===== src/rtl/cos_cfg.svh =====
// register map, field positions, reset values and counts for the comparator output sync block
// assumes inclusion by the package and the top module only
`ifndef COS_CFG_SVH
`define COS_CFG_SVH

`define COS_NUM_CMP         2
`define COS_ADDR_W          8
`define COS_DATA_W          32

// register byte offsets
`define COS_OFF_SHARED      8'h00
`define COS_OFF_OWN_A       8'h04
`define COS_OFF_OWN_B       8'h08
`define COS_OFF_IRQ_STATUS  8'h0c
`define COS_OFF_IRQ_CLEAR   8'h10
`define COS_OFF_IRQ_ENABLE  8'h14

// shared control field positions, two bits per field (bit of comparator a first)
`define COS_BIT_REF_SEL     0
`define COS_BIT_HYS         2
`define COS_BIT_SYNC        4
`define COS_BIT_MIRROR      6
`define COS_SHARED_W_MASK   8'h3f

// own control field positions
`define COS_BIT_ROUTE       0

// reset values
`define COS_RST_SHARED      6'h00
`define COS_RST_ROUTE       1'h0
`define COS_RST_IRQ         2'h0

`endif


===== src/rtl/cos_pkg.sv =====
// types shared by the comparator output sync block
// assumes cos_cfg.svh is on the include path
`include "cos_cfg.svh"

package cos_pkg;

	// per-comparator settings handed to a channel
	typedef struct packed {
		logic ref_sel;
		logic hys_en;
		logic sync_en;
		logic route_en;
	} cos_chan_cfg_s;

	// apb request as seen by the slave
	typedef struct packed {
		logic                    sel;
		logic                    enable;
		logic                    write;
		logic [`COS_ADDR_W-1:0]  addr;
		logic [`COS_DATA_W-1:0]  wdata;
	} cos_apb_req_s;

	typedef logic [`COS_NUM_CMP-1:0] cos_cmp_vec_t;

endpackage : cos_pkg


===== src/rtl/cos_channel.sv =====
// one comparator channel: output latch on timer clock fall, or plain pass
// assumes the falling-edge pulse is already in the clk_sys domain
`timescale 1ns/10ps

module cos_channel (
	// clock and reset
	input  wire logic                   clk_sys,
	input  wire logic                   rst,
	// comparator and timer
	input  wire logic                   cmp_raw,
	input  wire logic                   tmr_fall,
	input  wire cos_pkg::cos_chan_cfg_s cfg,
	// result
	output logic                        cmp_out,
	output logic                        changed
);

	logic next_out;

	// latch only on timer clock fall when sync is on, else follow the comparator
	assign next_out = cfg.sync_en ? (tmr_fall ? cmp_raw : cmp_out) : cmp_raw;

	always_ff @(posedge clk_sys) begin
		if (rst) begin
			cmp_out <= 1'b0;
			changed <= 1'b0;
		end else begin
			cmp_out <= next_out;
			changed <= next_out != cmp_out;
		end
	end

endmodule : cos_channel


===== src/rtl/cos_top.sv =====
// comparator output sync block: apb registers, reference and hysteresis controls, output sync
// assumes all inputs synchronous to clk_sys; the timer source clock is sampled as a level
//
// The address map and the APB slave port are this design's own decisions.
`timescale 1ns/10ps
`include "cos_cfg.svh"

module cos_top (
	// clock and reset
	input  wire logic                     clk_sys,
	input  wire logic                     rst,
	// apb slave
	input  wire logic                     psel,
	input  wire logic                     penable,
	input  wire logic                     pwrite,
	input  wire logic [`COS_ADDR_W-1:0]   paddr,
	input  wire logic [`COS_DATA_W-1:0]   pwdata,
	output logic      [`COS_DATA_W-1:0]   prdata,
	output logic                          pready,
	output logic                          pslverr,
	// comparators and companion timer
	input  wire logic                     cmp_a_raw,
	input  wire logic                     cmp_b_raw,
	input  wire logic                     tmr_src_clk,
	output logic                          cmp_a_output,
	output logic                          cmp_b_output,
	// analog controls
	output logic [`COS_NUM_CMP-1:0]       ref_source_select,
	output logic [`COS_NUM_CMP-1:0]       ref_route_enable,
	output logic [`COS_NUM_CMP-1:0]       hysteresis_enable,
	// interrupt
	output logic                          irq
);

	logic [5:0]                    shared_ctl;
	logic [`COS_NUM_CMP-1:0]       route_ctl;
	cos_pkg::cos_cmp_vec_t         irq_status;
	cos_pkg::cos_cmp_vec_t         irq_enable;
	cos_pkg::cos_cmp_vec_t         cmp_raw;
	cos_pkg::cos_cmp_vec_t         cmp_out;
	cos_pkg::cos_cmp_vec_t         cmp_changed;
	cos_pkg::cos_apb_req_s         req;
	logic                          tmr_prev;
	logic                          tmr_fall;
	logic                          acc;
	logic                          wr;
	logic                          hit_shared;
	logic                          hit_own_a;
	logic                          hit_own_b;
	logic                          hit_status;
	logic                          hit_clear;
	logic                          hit_enable;
	logic                          hit_any;
	logic [`COS_DATA_W-1:0]        rd_mux;
	logic [`COS_NUM_CMP-1:0]       clr_bits;
	logic [5:0]                    next_shared;
	cos_pkg::cos_cmp_vec_t         next_status;
	logic [7:0]                    shared_rd;

	assign req      = '{sel: psel, enable: penable, write: pwrite, addr: paddr, wdata: pwdata};
	assign cmp_raw  = {cmp_b_raw, cmp_a_raw};
	assign tmr_fall = tmr_prev & ~tmr_src_clk;

	// one wait state: answer in the cycle after the access phase opens
	assign acc = req.sel & req.enable & ~pready;
	assign wr  = acc & req.write;

	// address decode
	assign hit_shared = req.addr == `COS_OFF_SHARED;
	assign hit_own_a  = req.addr == `COS_OFF_OWN_A;
	assign hit_own_b  = req.addr == `COS_OFF_OWN_B;
	assign hit_status = req.addr == `COS_OFF_IRQ_STATUS;
	assign hit_clear  = req.addr == `COS_OFF_IRQ_CLEAR;
	assign hit_enable = req.addr == `COS_OFF_IRQ_ENABLE;
	assign hit_any    = hit_shared | hit_own_a | hit_own_b | hit_status | hit_clear | hit_enable;

	// mirror bits sit beside the control bits so one read returns both outputs
	assign shared_rd = {cmp_out, shared_ctl};

	// read selection has no side effect on any state
	assign rd_mux = hit_shared ? {24'h000000, shared_rd} :
	                hit_own_a  ? {31'h00000000, route_ctl[0]} :
	                hit_own_b  ? {31'h00000000, route_ctl[1]} :
	                hit_status ? {30'h00000000, irq_status} :
	                hit_enable ? {30'h00000000, irq_enable} :
	                32'h00000000;

	assign next_shared = (wr & hit_shared) ? req.wdata[5:0] : shared_ctl;
	assign clr_bits    = (wr & hit_clear) ? req.wdata[`COS_NUM_CMP-1:0] : 2'h0;
	// a change in the same cycle as its clear is kept
	assign next_status = (irq_status & ~clr_bits) | cmp_changed;

	// bus answer
	always_ff @(posedge clk_sys) begin
		if (rst) begin
			pready  <= 1'b0;
			pslverr <= 1'b0;
			prdata  <= 32'h00000000;
		end else begin
			pready  <= acc;
			pslverr <= acc & ~hit_any;
			prdata  <= (acc & ~req.write) ? rd_mux : 32'h00000000;
		end
	end

	// control registers
	always_ff @(posedge clk_sys) begin
		if (rst) begin
			shared_ctl <= `COS_RST_SHARED;
			route_ctl  <= {`COS_NUM_CMP{`COS_RST_ROUTE}};
			irq_enable <= `COS_RST_IRQ;
		end else begin
			shared_ctl <= next_shared;
			if (wr & hit_own_a) begin
				route_ctl[0] <= req.wdata[`COS_BIT_ROUTE];
			end
			if (wr & hit_own_b) begin
				route_ctl[1] <= req.wdata[`COS_BIT_ROUTE];
			end
			if (wr & hit_enable) begin
				irq_enable <= req.wdata[`COS_NUM_CMP-1:0];
			end
		end
	end

	// interrupt status and timer clock sampling
	always_ff @(posedge clk_sys) begin
		if (rst) begin
			irq_status <= `COS_RST_IRQ;
			irq        <= 1'b0;
			tmr_prev   <= 1'b0;
		end else begin
			irq_status <= next_status;
			irq        <= |(next_status & irq_enable);
			tmr_prev   <= tmr_src_clk;
		end
	end

	// analog control outputs
	always_ff @(posedge clk_sys) begin
		if (rst) begin
			ref_source_select <= '0;
			ref_route_enable  <= '0;
			hysteresis_enable <= '0;
		end else begin
			ref_source_select <= next_shared[`COS_BIT_REF_SEL +: 2];
			ref_route_enable  <= route_ctl;
			hysteresis_enable <= next_shared[`COS_BIT_HYS +: 2];
		end
	end

	// one channel per comparator
	genvar gi;
	generate
		for (gi = 0; gi < `COS_NUM_CMP; gi = gi + 1) begin : g_chan
			cos_pkg::cos_chan_cfg_s ch_cfg;
			assign ch_cfg = '{ref_sel:  shared_ctl[`COS_BIT_REF_SEL + gi],
			                  hys_en:   shared_ctl[`COS_BIT_HYS + gi],
			                  sync_en:  shared_ctl[`COS_BIT_SYNC + gi],
			                  route_en: route_ctl[gi]};
			cos_channel u_chan (
				.clk_sys  (clk_sys),
				.rst      (rst),
				.cmp_raw  (cmp_raw[gi]),
				.tmr_fall (tmr_fall),
				.cfg      (ch_cfg),
				.cmp_out  (cmp_out[gi]),
				.changed  (cmp_changed[gi])
			);
		end
	endgenerate

	assign cmp_a_output = cmp_out[0];
	assign cmp_b_output = cmp_out[1];

endmodule : cos_top


===== config.mk =====
export PLATFORM = sky130hd
export DESIGN_NAME = cos_top
export DESIGN_NICKNAME = d
export VERILOG_FILES = /design/src/rtl/cos_pkg.sv /design/src/rtl/cos_channel.sv /design/src/rtl/cos_top.sv
export VERILOG_INCLUDE_DIRS = /design/src /design/src/rtl
export SDC_FILE = /design/constraint.sdc
export NUM_CORES = 1
export LEC_CHECK = 0
export BUFFER_PORTS_ARGS = -buffer_cell sky130_fd_sc_hd__buf_2
export CAP_MARGIN = 20
export CELL_PAD_IN_SITES_DETAIL_PLACEMENT = 1
export CELL_PAD_IN_SITES_GLOBAL_PLACEMENT = 1
export CORE_MARGIN = 2
export CORE_UTILIZATION = 29
export DETAILED_ROUTE_END_ITERATION = 10
export PLACE_DENSITY = 0.88
export SETUP_SLACK_MARGIN = 0.4
export SLEW_MARGIN = 20
export SYNTH_ARGS = -nofsm -noshare
export SYNTH_HDL_FRONTEND = slang
export SYNTH_SLANG_ARGS = --single-unit

===== constraint.sdc =====
create_clock -name clk_sys -period 1.7 [get_ports clk_sys]
set_clock_uncertainty 0.1 [all_clocks]
set_input_delay 0.085 -clock clk_sys [delete_from_list [all_inputs] [get_ports clk_sys]]
set_output_delay 0.085 -clock clk_sys [all_outputs]
set_load 0.02 [all_outputs]

==> reports/metrics.cfg <==
[synthesis]
synth_edf_count=0
syn_area_mm2=0.00142
ys.flop_type=dfxtp_1
synth_top_area_cell=dfxtp_1
synth.top_cells.by_count=dfxtp_1, buf_4, nor2_1
synth_top_area_share_pct=42.3
syn_inst=153
async_reset_ff_share_pct=0
synth_seq_cells=30
ys_seq_area_share_pct=42.3
yosys-top-cells-area=dfxtp_1, buf_4, mux2i_1
syn-mean-instance-area_um2=9.27
synthMostInstantiatedCell=dfxtp_1
ys.warnings.count=0
synth.distinct_cells=41

[cts]
clk_pin_slew_worst_paths_ps=60
clkLatencyLatePin_ps=280
clk_path_buf_depth=2
cts_made_buffers=5
clock_sinks=30
clock-root-buffer=clkbuf_8
cts_tree=built
htree_levels=2

[worst_setup_path]
cp.arrival_ps=1630
crit_start=g_chan[0].u_chan.changed
start_kind=flop
end_kind=flop
critPathKind=flop to flop
required_ps=1770
crit_fanout=2
r2r_start=g_chan[0].u_chan.changed

[placement]
dp.cells=257
gp_congestion=0.878
io_buffers=40
place_hpwl_um=2540
placed_area_mm2=0.00161

[drt]
drtPass1Iterations=4
routed-via-count=1231
drc=0
ant_nets=0
vias_per_cell=4.41
wire_per_inst_um=13.1
dr.first_iter.drc_count=40
wl_um=3650

[global_routing]
track_usage_pct=13.9
overflow=0
grt_max_degree=20
grt_antenna_before_repair=0
grt_pass1_vias=1231
grt_pass1_wl_um=5630

[timing]
min_period_ps=1560
finalHoldViolCount=0
fin_crit_sh_pct=91.9
rsz0062_at_grt=true
finalMaxSlewViolations=0
setup_viol=0
tns_ps=0
clock.fmax_mhz=640

[finish]
fin_area_mm2=0.00189
drive_gt1_share_pct=34.0
nFillCells=577
syn_to_final_growth_pct=33.4
seqCellArea_um2=603
multi_input_area_um2=722
antennaDiodeCount=0
nets=261
fin_cells=279

[floorplanning]
ios=91
initial_core_util_pct=30.0
die_w_um=73.9
coreArea_mm2=0.00472
dieArea_mm2=0.00547
fp.dieH_um=73.9
rows=25

[run]
maxCapViolCount=0

[power]
p_per_area_mw_per_mm2=782
vdd.ir_drop.worst_mv=0.260
p_leak_uw=0.000879

[status]
status=completed

[min_path]
hold_start=paddr[4]
hp-class=primary input to flop

logic make-up (layout without fill, tap and decap cells):
group | Yosys count | after routing | share of synthesized area [%]
AOI/OAI and AO/OA | 12 | 12 | 5.82
xor gates and xnor gates | 2 | 2 | 1.23
buffers and inverters | 33 | 69 | 16.3
DFF | 30 | 30 | 42.3
muxes | 11 | 11 | 7.85
other | 1 | 24 | 0.264
and+or+nand+nor | 64 | 64 | 26.2
per-stage QoR:
step           worst slack (ps)  hold slack [ps]  utilization, %  total power (µW)
2_1_floorplan               168             75.5               -               886
3_3_place_gp               96.2              189            34.0               894
3_5_place_dp               57.3              187            34.0               899
4_1_cts                    98.8             20.9            39.2              1480
5_1_grt                    74.0             55.8            40.1              1540
6_report                    137             21.4            40.1              1480
state kept, by name (all words and copies together) (netlist names), 2 cells and up:
signal / flops
g_chan.u_chan.cmp_out: 2
irq_status: 2
prdata: 8
ref_route_enable: 2
g_chan.u_chan.changed: 2
irq_enable: 2
route_ctl: 2
shared_ctl: 6
final timing paths:
check                                            to  slack (ps)  cells after the start
worst max-delay path                            irq         140                      4
worst min-delay path                        pslverr          20                      3
worst max register to register                  irq         140                      4
worst min register to register  ref_route_enable[1]         390                      1
critical path: stages, from the launching register on:
cell and delay [ps]:
dfxtp_2 320, or4b_4 540, nor4_4 160, a21oi_2 110
a22o_1 230
power breakdown:
group	total (µW)	leakage, µW	switching, µW	internal [µW]
sequential	727	0.000244	9.40	718
combinational	198	0.000592	123	74.2
clock	555	0.0000431	244	311
total	1480	0.000879	377	1100
layer usage:
layer / global-route usage [%] / vias to the layer above / share of wire, % / routed length (µm)
li1: - / 585 / - / -
met1: 14.3 / 597 / 40 / 1460
met2: 25.7 / 42 / 52 / 1880
met3: 4.20 / 7 / 6.3 / 231
met4: 6.67 / 0 / 2.0 / 74
met5: 0 / - / 0 / 0
area by class of cell:
type                            instances  area share [%]
Tap cell                               67            4.43
Sequential cell                        30            31.9
Multi-Input combinational cell        113            38.1
Inverter                                1           0.198
Clock buffer                            6            4.36
Timing Repair Buffer                   62            21.0
layout by cell type, fill, tap and decap left out, types with 3 or more instances in the layout:
cell type,instances
nand3_1,3
dlygate4sd3_1,10
and2_1,6
conb_1,24
nor2b_1,5
buf_4,10
dfxtp_1,28
clkbuf_8,6
buf_2,40
nand4_1,4
a21oi_1,3
nor2_1,17
mux2i_1,10
nand2_1,10
timing repair:
item,4_1_cts,5_1_grt
hold buffers,10,0
endpoints found under the setup margin,15,20
hold endpoints to repair,10,0
gates resized for setup,6,6
buffers inserted,3,3
pin swaps,5,4
No activity file was read; power rests on OpenSTA's default activity.
